<file path="src/logic/rsc_pkg.sv">
// Package: constants for the reset-state and scan configuration block
package rsc_pkg;
    // ----------------------------------------
    // Register offsets
    // ----------------------------------------
    localparam logic [7:0] OFF_PORT_ID = 8'h00;    // bus_port_identity, read only
    localparam logic [7:0] OFF_BUS_CFG = 8'h4a;    // bus_config_register, read only here
    localparam logic [7:0] OFF_SCRATCH = 8'h4f;    // Scratch word, never reset
    localparam logic [7:0] OFF_TRAP_MATCH = 8'h60; // instruction_trap_match
    localparam logic [7:0] OFF_ERR_MARK = 8'h6e;   // error_source_marker
    // ----------------------------------------
    // Reset values
    // ----------------------------------------
    localparam logic [63:0] TRAP_MATCH_RST = 64'h0;
    localparam logic [63:0] ERR_MARK_RST = 64'h0;
    // Port identity fields packed high to low: cap, rq, dq, rdq, one, ecc, sreq, cookie
    localparam logic [63:0] PORT_ID_VALUE = {36'h0, 8'hfc, 1'b1, 1'b0, 1'b0, 2'b01,
                                             6'h00, 4'h1, 5'h1b};
    // ----------------------------------------
    // Operating status scan register layout
    // ----------------------------------------
    localparam int OSR_W = 8;
    localparam int OSR_NARROW_BIT = 0;   // pa_width_select: 1 = 41-bit mode
    localparam int OSR_HALT_BIT = 1;     // Stay halted in error state
    localparam int OSR_CAP_LSB = 2;      // master_capability_field
    localparam int CAP_W = 4;
    localparam logic [OSR_W-1:0] OSR_RST = 8'h00;
    // Bus config read layout
    localparam int CFG_WIDTH_BIT = 0;    // pa_width_select copy
    localparam int CFG_CAP_LSB = 4;
    // ----------------------------------------
    // Addresses and traps
    // ----------------------------------------
    localparam int PA_W = 43;
    localparam int PA_NARROW_W = 41;
    localparam int LVL_W = 3;            // trap_level_count width
    localparam logic [LVL_W-1:0] TOP_TRAP_LEVEL = 3'h5;
    // Error classes
    localparam logic [1:0] ERR_FATAL = 2'h0;
    localparam logic [1:0] ERR_STATE = 2'h1;
    localparam logic [1:0] ERR_URGENT = 2'h2;
    localparam logic [1:0] ERR_RESTRAIN = 2'h3;
    // Sequencer states
    typedef enum logic [1:0] {RSC_SCAN, RSC_RUN, RSC_ERROR, RSC_HALT} rsc_state_t;
endpackage : rsc_pkg

</file>
<file path="src/logic/rsc_top.sv">
// Reset-state, trap routing and scan-loaded configuration for one core
// Notes on behaviour
// - Hard power-on loads defined reset values into affected registers
// - Soft reset keeps affected register contents
// - First watchdog timeout in execute, later recovery
// - Trap at top level causes recovery watchdog
// - Status register scanned in before execution starts
// - Software cannot write operating status register
// - Test port may rewrite status after power-on
// - Power-on copies width choice into config
// - Narrow mode keeps low 41 address bits
// - Wide mode keeps low 43 address bits
// - Halt option keeps core halted in error
// - Each error falls into one of four classes
// - Otherwise error state exits by watchdog reset
`timescale 1ns/1ps
module rsc_top import rsc_pkg::*; (
    // Clock and hard power-on reset
    input wire logic CLK_I,
    input wire logic RST_N_I,
    // System soft reset
    input wire logic SYS_SOFT_RESET_N_I,
    // Scan and test-port configuration path
    input wire logic SCAN_EN_I,
    input wire logic SCAN_IN_I,
    input wire logic SCAN_DONE_I,
    input wire logic JTAG_UPDATE_I,
    // Trap and error events
    input wire logic WDOG_TIMEOUT_I,
    input wire logic TRAP_I,
    input wire logic TRAP_RET_I,
    input wire logic RECOVERY_EXIT_I,
    input wire logic ERR_VALID_I,
    input wire logic [1:0] ERR_CLASS_I,
    // Physical address path
    input wire logic [PA_W-1:0] PA_I,
    output logic [PA_W-1:0] PA_O,
    // Register access
    input wire logic REG_WR_I,
    input wire logic REG_RD_I,
    input wire logic [7:0] REG_ADDR_I,
    input wire logic [63:0] REG_WDATA_I,
    output logic [63:0] REG_RDATA_O,
    // Status
    output logic CORE_RUN_O,
    output logic RECOVERY_STATE_O,
    output logic [LVL_W-1:0] TRAP_LEVEL_O,
    output logic WD_RESET_O,
    output logic SOFT_RESET_O,
    output logic HALTED_O,
    output logic FATAL_O,
    output logic [3:0] ERR_CLASS_O
);
    // ----------------------------------------
    // Helpers
    // ----------------------------------------
    // Clip an issued address to the active width
    function automatic logic [PA_W-1:0] mask_pa(input logic [PA_W-1:0] pa,
                                                 input logic narrow);
        logic [PA_W-1:0] m;
        m = pa;
        if (narrow) begin
            m[PA_W-1:PA_NARROW_W] = '0;
        end
        return m;
    endfunction : mask_pa

    // ----------------------------------------
    // State
    // ----------------------------------------
    rsc_state_t state, next_state;          // Sequencer
    logic [OSR_W-1:0] osr, next_osr;        // operating_status_scan_register
    logic [OSR_W-1:0] shadow, next_shadow;  // Test-port staging chain
    logic narrow, next_narrow;              // bus_config_register pa_width_select
    logic [CAP_W-1:0] cap_field, next_cap_field; // master_capability_field copy
    logic [63:0] trap_match, next_trap_match;
    logic [63:0] err_mark, next_err_mark;
    logic [63:0] scratch;                   // No reset on purpose
    logic [LVL_W-1:0] trap_lvl, next_trap_lvl; // trap_level_count
    logic recov, next_recov;                // recovery_state
    logic wdog_seen, next_wdog_seen;        // First timeout already taken
    logic soft_s1, soft_s2, soft_s3;        // Soft reset synchroniser
    logic soft_fall;                        // Start of a soft reset
    logic core_run, next_core_run;
    logic wd_reset, next_wd_reset;          // watchdog_reset_event pulse
    logic halted, next_halted;
    logic fatal, next_fatal;
    logic [3:0] err_cls, next_err_cls;
    logic [63:0] rdata, next_rdata;

    // Edge detect looks only at settled stages
    assign soft_fall = soft_s3 & ~soft_s2;

    // ----------------------------------------
    // Next-state logic
    // ----------------------------------------
    always_comb begin
        next_state = state;
        next_osr = osr;
        next_shadow = shadow;
        next_narrow = narrow;
        next_cap_field = cap_field;
        next_trap_match = trap_match;
        next_err_mark = err_mark;
        next_trap_lvl = trap_lvl;
        next_recov = recov;
        next_wdog_seen = wdog_seen;
        next_core_run = core_run;
        next_wd_reset = 1'b0;
        next_halted = halted;
        next_fatal = fatal;
        next_err_cls = 4'h0;
        next_rdata = rdata;
        // Configuration path
        if (state == RSC_SCAN) begin
            if (SCAN_EN_I) begin
                next_osr = {osr[OSR_W-2:0], SCAN_IN_I};
            end
        end else begin
            if (SCAN_EN_I) begin
                next_shadow = {shadow[OSR_W-2:0], SCAN_IN_I};
            end
            if (JTAG_UPDATE_I) begin
                next_osr = shadow;
            end
        end
        // Sequencer
        case (state)
            RSC_SCAN: begin
                // Core is held until the scan load is declared complete
                if (SCAN_DONE_I && !SCAN_EN_I) begin
                    next_narrow = osr[OSR_NARROW_BIT];
                    next_cap_field = osr[OSR_CAP_LSB +: CAP_W];
                    next_core_run = 1'b1;
                    next_state = RSC_RUN;
                end
            end
            RSC_RUN: begin
                // Exit goes first so a recovery entry in the same cycle wins
                if (RECOVERY_EXIT_I) begin
                    next_recov = 1'b0;
                end
                if (WDOG_TIMEOUT_I) begin
                    next_wdog_seen = 1'b1;
                    next_wd_reset = wdog_seen;
                    if (wdog_seen) begin
                        next_recov = 1'b1;
                    end
                    if (trap_lvl != TOP_TRAP_LEVEL) begin
                        next_trap_lvl = trap_lvl + 3'h1;
                    end
                end else if (TRAP_I) begin
                    if (trap_lvl == TOP_TRAP_LEVEL) begin
                        next_recov = 1'b1;
                        next_wd_reset = 1'b1;
                    end else begin
                        next_trap_lvl = trap_lvl + 3'h1;
                    end
                end else if (TRAP_RET_I && trap_lvl != '0) begin
                    next_trap_lvl = trap_lvl - 3'h1;
                end
                if (ERR_VALID_I) begin
                    next_err_cls[ERR_CLASS_I] = 1'b1;
                    if (ERR_CLASS_I == ERR_FATAL) begin
                        next_fatal = 1'b1;
                        next_core_run = 1'b0;
                        next_state = RSC_HALT;
                    end else if (ERR_CLASS_I == ERR_STATE) begin
                        next_core_run = 1'b0;
                        next_state = RSC_ERROR;
                    end
                end
            end
            RSC_ERROR: begin
                if (osr[OSR_HALT_BIT]) begin
                    next_halted = 1'b1;
                    next_state = RSC_HALT;
                end else begin
                    // Leave through a watchdog reset into the handler
                    next_wd_reset = 1'b1;
                    next_recov = 1'b1;
                    next_core_run = 1'b1;
                    next_state = RSC_RUN;
                end
            end
            RSC_HALT: begin
                // Only a reset gets the core out of here
            end
            default: begin
                next_state = RSC_SCAN;
            end
        endcase
        // Soft reset restarts the core but keeps register contents
        if (soft_fall && state != RSC_SCAN) begin
            next_state = RSC_RUN;
            next_core_run = 1'b1;
            next_recov = 1'b1;
            next_trap_lvl = '0;
            next_wdog_seen = 1'b0;
            next_halted = 1'b0;
            next_fatal = 1'b0;
        end
        // Register writes; configuration offsets are not writable
        if (REG_WR_I) begin
            case (REG_ADDR_I)
                OFF_TRAP_MATCH: next_trap_match = REG_WDATA_I;
                OFF_ERR_MARK: next_err_mark = REG_WDATA_I;
                default: begin
                    // Identity, config and status copy ignore writes
                    next_osr = next_osr;
                end
            endcase
        end
        // Register reads
        if (REG_RD_I) begin
            case (REG_ADDR_I)
                OFF_PORT_ID: next_rdata = PORT_ID_VALUE;
                OFF_BUS_CFG: begin
                    next_rdata = '0;
                    next_rdata[CFG_WIDTH_BIT] = narrow;
                    next_rdata[CFG_CAP_LSB +: CAP_W] = cap_field;
                end
                OFF_SCRATCH: next_rdata = scratch;
                OFF_TRAP_MATCH: next_rdata = trap_match;
                OFF_ERR_MARK: next_rdata = err_mark;
                default: next_rdata = '0;
            endcase
        end
    end

    // ----------------------------------------
    // Registers under hard power-on reset
    // ----------------------------------------
    always_ff @(posedge CLK_I) begin
        if (!RST_N_I) begin
            state <= RSC_SCAN;
            osr <= OSR_RST;
            shadow <= OSR_RST;
            narrow <= 1'b0;
            cap_field <= '0;
            trap_match <= TRAP_MATCH_RST;
            err_mark <= ERR_MARK_RST;
            trap_lvl <= '0;
            recov <= 1'b1;
            wdog_seen <= 1'b0;
            soft_s1 <= 1'b1;
            soft_s2 <= 1'b1;
            soft_s3 <= 1'b1;
            core_run <= 1'b0;
            wd_reset <= 1'b0;
            halted <= 1'b0;
            fatal <= 1'b0;
            err_cls <= 4'h0;
            rdata <= '0;
            PA_O <= '0;
            SOFT_RESET_O <= 1'b0;
        end else begin
            state <= next_state;
            osr <= next_osr;
            shadow <= next_shadow;
            narrow <= next_narrow;
            cap_field <= next_cap_field;
            trap_match <= next_trap_match;
            err_mark <= next_err_mark;
            trap_lvl <= next_trap_lvl;
            recov <= next_recov;
            wdog_seen <= next_wdog_seen;
            soft_s1 <= SYS_SOFT_RESET_N_I;
            soft_s2 <= soft_s1;
            soft_s3 <= soft_s2;
            core_run <= next_core_run;
            wd_reset <= next_wd_reset;
            halted <= next_halted;
            fatal <= next_fatal;
            err_cls <= next_err_cls;
            rdata <= next_rdata;
            PA_O <= mask_pa(PA_I, narrow);
            SOFT_RESET_O <= soft_fall;
        end
    end

    // Scratch word holds whatever power-up gives it
    always_ff @(posedge CLK_I) begin
        if (REG_WR_I && REG_ADDR_I == OFF_SCRATCH) begin
            scratch <= REG_WDATA_I;
        end
    end

    assign REG_RDATA_O = rdata;
    assign CORE_RUN_O = core_run;
    assign RECOVERY_STATE_O = recov;
    assign TRAP_LEVEL_O = trap_lvl;
    assign WD_RESET_O = wd_reset;
    assign HALTED_O = halted;
    assign FATAL_O = fatal;
    assign ERR_CLASS_O = err_cls;

    // ----------------------------------------
    // Assertions
    // ----------------------------------------
    property p_first_wdog;
        @(posedge CLK_I) disable iff (!RST_N_I)
        (state == RSC_RUN && WDOG_TIMEOUT_I && !wdog_seen && !recov && !RECOVERY_EXIT_I
         && !soft_fall) |=> !recov && !wd_reset;
    endproperty
    a_first_wdog: assert property (p_first_wdog) else $error("first timeout left execute");
    property p_later_wdog;
        @(posedge CLK_I) disable iff (!RST_N_I)
        (state == RSC_RUN && WDOG_TIMEOUT_I && wdog_seen && !soft_fall) |=> recov && wd_reset;
    endproperty
    a_later_wdog: assert property (p_later_wdog) else $error("later timeout not recovery");
    property p_top_trap;
        @(posedge CLK_I) disable iff (!RST_N_I)
        (state == RSC_RUN && TRAP_I && !WDOG_TIMEOUT_I && trap_lvl == TOP_TRAP_LEVEL
         && !soft_fall) |=> wd_reset && recov && trap_lvl == TOP_TRAP_LEVEL;
    endproperty
    a_top_trap: assert property (p_top_trap) else $error("top level trap not routed");
    property p_no_run_before_load;
        @(posedge CLK_I) disable iff (!RST_N_I)
        (state == RSC_SCAN && !(SCAN_DONE_I && !SCAN_EN_I)) |=> !CORE_RUN_O;
    endproperty
    a_no_run_before_load: assert property (p_no_run_before_load) else $error("ran early");
    property p_cfg_copy;
        @(posedge CLK_I) disable iff (!RST_N_I)
        (state == RSC_SCAN && SCAN_DONE_I && !SCAN_EN_I) |=> narrow == $past(osr[OSR_NARROW_BIT]);
    endproperty
    a_cfg_copy: assert property (p_cfg_copy) else $error("width choice not copied");
    property p_osr_stable;
        @(posedge CLK_I) disable iff (!RST_N_I)
        (state != RSC_SCAN && !JTAG_UPDATE_I) |=> osr == $past(osr);
    endproperty
    a_osr_stable: assert property (p_osr_stable) else $error("status register changed");
    property p_jtag;
        @(posedge CLK_I) disable iff (!RST_N_I)
        (state != RSC_SCAN && JTAG_UPDATE_I) |=> osr == $past(shadow);
    endproperty
    a_jtag: assert property (p_jtag) else $error("test port update lost");
    property p_narrow;
        @(posedge CLK_I) disable iff (!RST_N_I)
        narrow |=> PA_O[PA_W-1:PA_NARROW_W] == 2'b00;
    endproperty
    a_narrow: assert property (p_narrow) else $error("high address bits leaked");
    property p_halt;
        @(posedge CLK_I) disable iff (!RST_N_I)
        (state == RSC_ERROR && osr[OSR_HALT_BIT] && !soft_fall) |=> halted && !wd_reset;
    endproperty
    a_halt: assert property (p_halt) else $error("halt option ignored");
    property p_err_exit;
        @(posedge CLK_I) disable iff (!RST_N_I)
        (state == RSC_ERROR && !osr[OSR_HALT_BIT]) |=> wd_reset && recov && core_run;
    endproperty
    a_err_exit: assert property (p_err_exit) else $error("error exit missed reset");
    property p_onehot;
        @(posedge CLK_I) disable iff (!RST_N_I)
        (state == RSC_RUN && ERR_VALID_I) |=> $onehot(ERR_CLASS_O);
    endproperty
    a_onehot: assert property (p_onehot) else $error("error class not unique");
    property p_soft;
        @(posedge CLK_I) disable iff (!RST_N_I)
        $fell(soft_s2) |=> SOFT_RESET_O ##1 !SOFT_RESET_O;
    endproperty
    a_soft: assert property (p_soft) else $error("soft reset pulse wrong");
    c_reset_recov: cover property (@(posedge CLK_I) disable iff (!RST_N_I) wd_reset && recov);
    c_halted: cover property (@(posedge CLK_I) disable iff (!RST_N_I) halted);
    c_jtag: cover property (@(posedge CLK_I) disable iff (!RST_N_I)
        state == RSC_RUN && JTAG_UPDATE_I);
endmodule : rsc_top

</file>
<file path="config.mk">
export PLATFORM = sky130hd
export DESIGN_NAME = rsc_top
export DESIGN_NICKNAME = d
export VERILOG_FILES = /design/src/logic/rsc_pkg.sv /design/src/logic/rsc_top.sv
export SDC_FILE = /design/constraint.sdc
export NUM_CORES = 1
export LEC_CHECK = 0
export ABC_AREA = 1
export BUFFER_PORTS_ARGS = -buffer_cell sky130_fd_sc_hd__clkbuf_2
export CELL_PAD_IN_SITES_DETAIL_PLACEMENT = 1
export CELL_PAD_IN_SITES_GLOBAL_PLACEMENT = 1
export CORE_ASPECT_RATIO = 0.7
export CORE_MARGIN = 1.5
export CORE_UTILIZATION = 44
export CTS_CLUSTER_SIZE = 12
export DETAILED_ROUTE_END_ITERATION = 8
export PLACE_DENSITY = 0.82
export SLEW_MARGIN = 20
export SYNTH_ARGS = -nofsm -noshare
export SYNTH_HDL_FRONTEND = slang
export SYNTH_SLANG_ARGS = --single-unit
</file>
<file path="constraint.sdc">
create_clock -name CLK_I -period 8.18 [get_ports CLK_I]
set_input_delay 1.636 -clock CLK_I [delete_from_list [all_inputs] [get_ports CLK_I]]
set_output_delay 1.636 -clock CLK_I [all_outputs]
set_load 0.005 [all_outputs]
</file>
## Yosys cells after proc, flatten, opt, wreduce, memory -nomap -nowiden

Cells that the tools add are included.

| operators by class | value |
|---|---|
| add/sub/neg operators | 2 |
| $mul | 0 |
| divide/modulo/power cells | 0 |
| $lt $le $gt $ge | 2 |
| equality and inequality tests | 20 |
| shifts and indexed selects | 0 |
| muxes and demuxes | 36 |
| bitwise gates (word level) | 4 |
| reduce and logical (&&, ||, !) cells | 32 |

Operators by type and width:

| kind | count |
|---|---|
| one-hot mux 64 bit (5 select lines) | 1 |
| == test 8 x 7 -> 1 bit, second input constant | 4 |
| 2-to-1 mux 6 bit | 3 |
| 2-to-1 mux 1 bit | 17 |
| AND reduction 2 bit | 8 |
| 2-to-1 mux 3 bit | 5 |
| inequality test 3 bit, second input constant | 5 |
| AND reduction 4 bit | 3 |
| 2-to-1 mux 2 bit | 5 |
| nonzero test 3 bit | 3 |
| zero test 8 bit | 1 |
| inequality test 2 bit, second input constant | 3 |
| one-hot mux 2 bit (3 select lines) | 1 |
| AND reduction 3 bit | 2 |
| nonzero test 2 bit | 3 |
| logical AND 1 bit | 5 |
| AND reduction 5 bit | 1 |
| == test 2 x 1 -> 1 bit, second input constant | 2 |
| zero test 2 bit | 2 |
| inequality test 2 x 1 -> 1 bit, second input constant | 2 |
| inequality test 4 bit, second input constant | 1 |
| one-hot mux 1 bit (2 select lines) | 2 |
| nonzero test 4 bit | 1 |
| OR reduction 2 bit | 2 |
| 12 further kinds | 14 |

| word-level totals | value |
|---|---|
| register bits | 335 |
| bits in latches | 0 |
| bits in writable memories | 0 |
| bits in read-only memories | 0 |
| input bits | 131 |
| output and inout bits | 120 |
| memories | 0 |

## Logic depth before layout (Yosys ltp)

| logic depth | value |
|---|---|
| word-level depth | 6 |
| depth in mapped cells | 11 |
| mapped depth without buffers | 10 |

## Least setup slack after synthesis

No wires, ideal clock.

| path | value |
|---|---|
| path kind | input port to flip-flop |
| start point | in REG_WR_I |
| end point | reg scratch[0] (enable) |
| data arrival time | 5.096 ns |
| data required time | 7.694 ns |
| setup slack | 2.598 ns |
| stages on the path | 5 |
| path buffers | 3 |
| path through | buf_2 > clkbuf_1 > clkbuf_1 > inv_1 > nor2_1 |

| between the ends | value |
|---|---|
| word-level cells in the longest chain between the ends | 1 |

RTL lines:

| what | line | text |
|---|---|---|
| start: declaration | rsc_top.sv:39 | `input wire logic REG_WR_I,` |
| logical AND 1 bit | rsc_top.sv:284 | `if (REG_WR_I && REG_ADDR_I == OFF_SCRATCH) begin` |
| end signal: assignment | rsc_top.sv:285 | `scratch <= REG_WDATA_I;` |
| end: declaration | rsc_top.sv:78 | `logic [63:0] scratch;` |

No other way between the ends.
A chain may end at the register's enable or synchronous reset.

## Worst setup path in the final report

| path | value |
|---|---|
| start point | in REG_ADDR_I[7] |
| end point | reg trap_match[55] |

| between the ends | value |
|---|---|
| word-level cells in the longest chain between the ends | 2 |

RTL lines:

| what | line | text |
|---|---|---|
| start: declaration | rsc_top.sv:41 | `input wire logic [7:0] REG_ADDR_I,` |
| == test 8 x 7 -> 1 bit | rsc_top.sv:205 | `case (REG_ADDR_I)` |
| AND reduction 2 bit (no line) | n/a |  |
| end signal: assignment | rsc_top.sv:263 | `trap_match <= next_trap_match;` |
| end: declaration | rsc_top.sv:76 | `logic [63:0] trap_match, next_trap_match;` |

No other way between the ends.

==> run summary <==
## Clock network
- done — clock tree from TritonCTS
- clkbuf_16 — CTS Root Buffer Type
- 0 — total setup buffers inserted after CTS
- 3 — Clock Path Buffers
- 0 — count of instances resized after the clock tree is built
- 36 — number of buffers created by CTS
- 335 — clk sink count
- 60 ps — clock transition time at the flip-flop clock pins of the worst setup and hold paths
- 0 — hold-fix buffers at CTS
- 520 ps — clk_lat worst skew
- 2 — number of H-tree levels

## Cells and area
- 0.1787 — share of cells above drive strength 1
- nand2_1 (363), dfxtp_1 (271), clkbuf_2 (248) — most used cells in the layout excluding fill and tap cells
- 3549 — Filler Cell Count
- 18.39% — post-synthesis to final-layout area growth
- 2176 — Cell Count, Final, Fillers Out
- nand2_1 — commonest non-fill, non-tap cell in the layout
- 0.004725 mm^2 — multi-input combinational cell area
- 0.007347 mm^2 — register area
- 1909 — nets
- 0.01538 mm^2 — post-route standard cell area excluding fillers

## Yosys
- 1723 — post-synth net total
- dfxtp_1 (42%), edfxtp_1 (15%), nand2_1 (10%) — biggest area contributors in the synthesized netlist
- dfxtp_1 — commonest register cell after synthesis
- 0 — Async S/R FF share, synth
- dfxtp_1 — biggest area consumer among synthesized cells
- 30 — Unique masters post-synth
- 335 — number of register bits inferred by synthesis
- 1585 — Gate Count Post-Synth
- 0 — yosys synthesis warning count
- 64 — Post-synth EDFFs
- 8.196 um^2 — post-synthesis area per instance
- 0.4176 — share of the synthesized area in the top cell type
- 0.01299 mm^2 — post-synth design cell area
- 0.5655 — register area share after synthesis

## Detailed routing
- 11550 — vias post-DR
- 719 — Starting DRT DRC Count
- 5 — total iterations of the first detailed-routing run
- 0 — count of unresolved DRC violations after routing
- 18.26 um — routed len/inst
- 39740 um — total wire length
- 0 — antenna-violating nets left
- 5.308 — average vias per placed instance

## STA
- 0.2747 — normalized max-slew margin
- 0 — final setup violation count
- 0.6219 — share of the clock period used by the worst path
- 5087 ps — final period demand of the worst path
- 0 — number of pins exceeding their max-slew limit in the final report
- 0 ps — Total Negative Setup Slacks
- 3093 ps — worst setup slack after layout
- 0.1966 GHz — Highest Clock Rate
- 0 — count of final hold-check violations
- false — setup repair after global routing missed its margin
- 1085 ps — pin slew with the least headroom to its limit
- 12.39 ps — clock skew after layout

## Power
- 6.344 nW — standby leakage power
- 3.575 mW — total power draw
- 232.4 mW/mm^2 — cell area power density
- 0.1257 mV — maximum vdd ir drop

## Worst hold path
- 1 — number of instances on the worst hold path
- flop to flop — classification of the worst-slack hold path

## Critical path
- 10 — number of cells on the critical path
- inv_2 — cell with the largest stage delay on the worst path
- 5450 ps — arrival time worst endpoint
- input port — launching element type of the critical path
- 99 — Worst Path Max Fanout
- flop — endpoint type of the worst setup path
- 4 — WP buf/inv
- input port to flop — startpoint-to-endpoint class of the critical path
- 8 — path depth of the worst reg2reg path
- 6040 ps — slack of the worst reg-to-reg path
- nand2_4 — most used cell along the critical path
- 8540 ps — required time of the critical path
- buffers and inverters — CP top delay family
- 800 ps — largest stage delay on the critical path
- clkbuf_2 > inv_1 > nand2_2 > nor2_4 > buf_4 > nand2_4 > inv_2 > nand2_4 > o21ai_0 > a21oi_1 — crit path cell chain

## Global routing
- 2 — initial antenna violation count
- 115 — pin count of the biggest net entering global routing
- 63170 um — wire length of the first global-routing pass
- 0.2575 — Total GRT Usage
- 11890 — vias in the first global route
- 0 — global route overflow

## Run status
- finished, final reports clean — outcome

## Placed design
- 23550 um — half-perimeter wire length of the detailed placement result
- 2111 — placed cell count
- 0.7680 — routability cong.
- 2589 ps — pre-CTS setup slack
- 250 — Port Buffers
- 0.01431 mm^2 — placed instance area

## Floorplan
- 0.02895 mm^2 — standard cell core area
- 146.8 um — vertical extent of the die
- 0.03058 mm^2 — die footprint
- 251 — number of top-level design ports
- 0.4487 — initial core utilization
- 52 — number of core rows
- 208.4 um — die width

## Run
- 0 — MaxCap Viol Count

## report_power, final
| part | switching [mW] | total, mW | internal (mW) | leakage (nW) |
|---|---|---|---|---|
| combinational | 0.204 | 0.301 | 0.0979 | 3.06 |
| clock | 0.647 | 1.52 | 0.869 | 0.512 |
| sequential | 0.0279 | 1.76 | 1.73 | 2.77 |
| total | 0.878 | 3.57 | 2.70 | 6.34 |
## worst register-to-register path, stage by stage, from the launching register on
cell	delay, ps
dfxtp_1	330
inv_1	120
ha_1	380
clkinv_1	340
nand3_1	260
nand2_1	220
inv_1	210
o21ai_0	100
a21oi_1	110
## layer usage
layer	up-vias	global-route usage	share of wire
met3	50	0.04104	0.047
met2	280	0.4301	0.48
met5	-	0	0
met1	5615	0.3488	0.46
li1	5605	-	-
met4	0	0.06788	0.017
## synth_stat cells (2+ instances only)
cell      count
a31oi_1       5
nor2_1       65
nand2_2       4
nand2_1     363
inv_1       110
and3_1        2
clkbuf_1     65
nand4_1       2
edfxtp_1     64
nor3_1        4
ha_1          7
buf_2        26
nand3_1     244
inv_2         4
buf_6         6
a21oi_1     210
or2_2         2
o21ai_0     105
buf_1         9
nor2_4        3
dfxtp_1     271
buf_4         6
## worst paths after layout
path                 startpoint               to
setup / recovery  REG_ADDR_I[7]   trap_match[55]
hold / removal          soft_s1          soft_s2
setup reg to reg       state[1]  TRAP_LEVEL_O[1]
hold reg to reg         soft_s1          soft_s2
## kinds of logic after synthesis
| logic type | count (synthesis) | share of synthesized area |
|---|---|---|
| flip-flops | 335 | 0.5655 |
| XOR/XNOR | 1 | 0.0006743 |
| AO/OA/AOI/OAI | 322 | 0.1247 |
| adder cells (fa/ha/maj) | 7 | 0.006741 |
| AND/OR/NAND/NOR | 693 | 0.2290 |
| buffers and inverters | 227 | 0.07329 |
## metrics by stage
step                      utilization  hold slack, ps
after global routing           0.5311           428.7
final                          0.5312           415.1
after detailed placement       0.4943           402.3
after CTS                      0.5310           416.6
after floorplan                     -           392.5
after global placement         0.4943           406.2
## sequential cells by signal, summed over array words and instances (netlist names), 4 cells and up
signal,cells
ERR_CLASS_O,4
PA_O,43
REG_RDATA_O,64
cap_field,4
err_mark,64
osr,6
scratch,64
shadow,6
trap_match,64
## final cells by class
cell class | instances | share of cell area
Multi-Input combinational cell | 1023 | 0.3072
Timing Repair Buffer | 260 | 0.08656
Sequential cell | 335 | 0.4777
Antenna cell | 2 | 0.0003254
Clock buffer | 61 | 0.06801
Inverter | 115 | 0.02839
Tap cell | 378 | 0.03075
Clock inverter | 2 | 0.001058
Note: power is estimated with default switching activity, not from simulation.
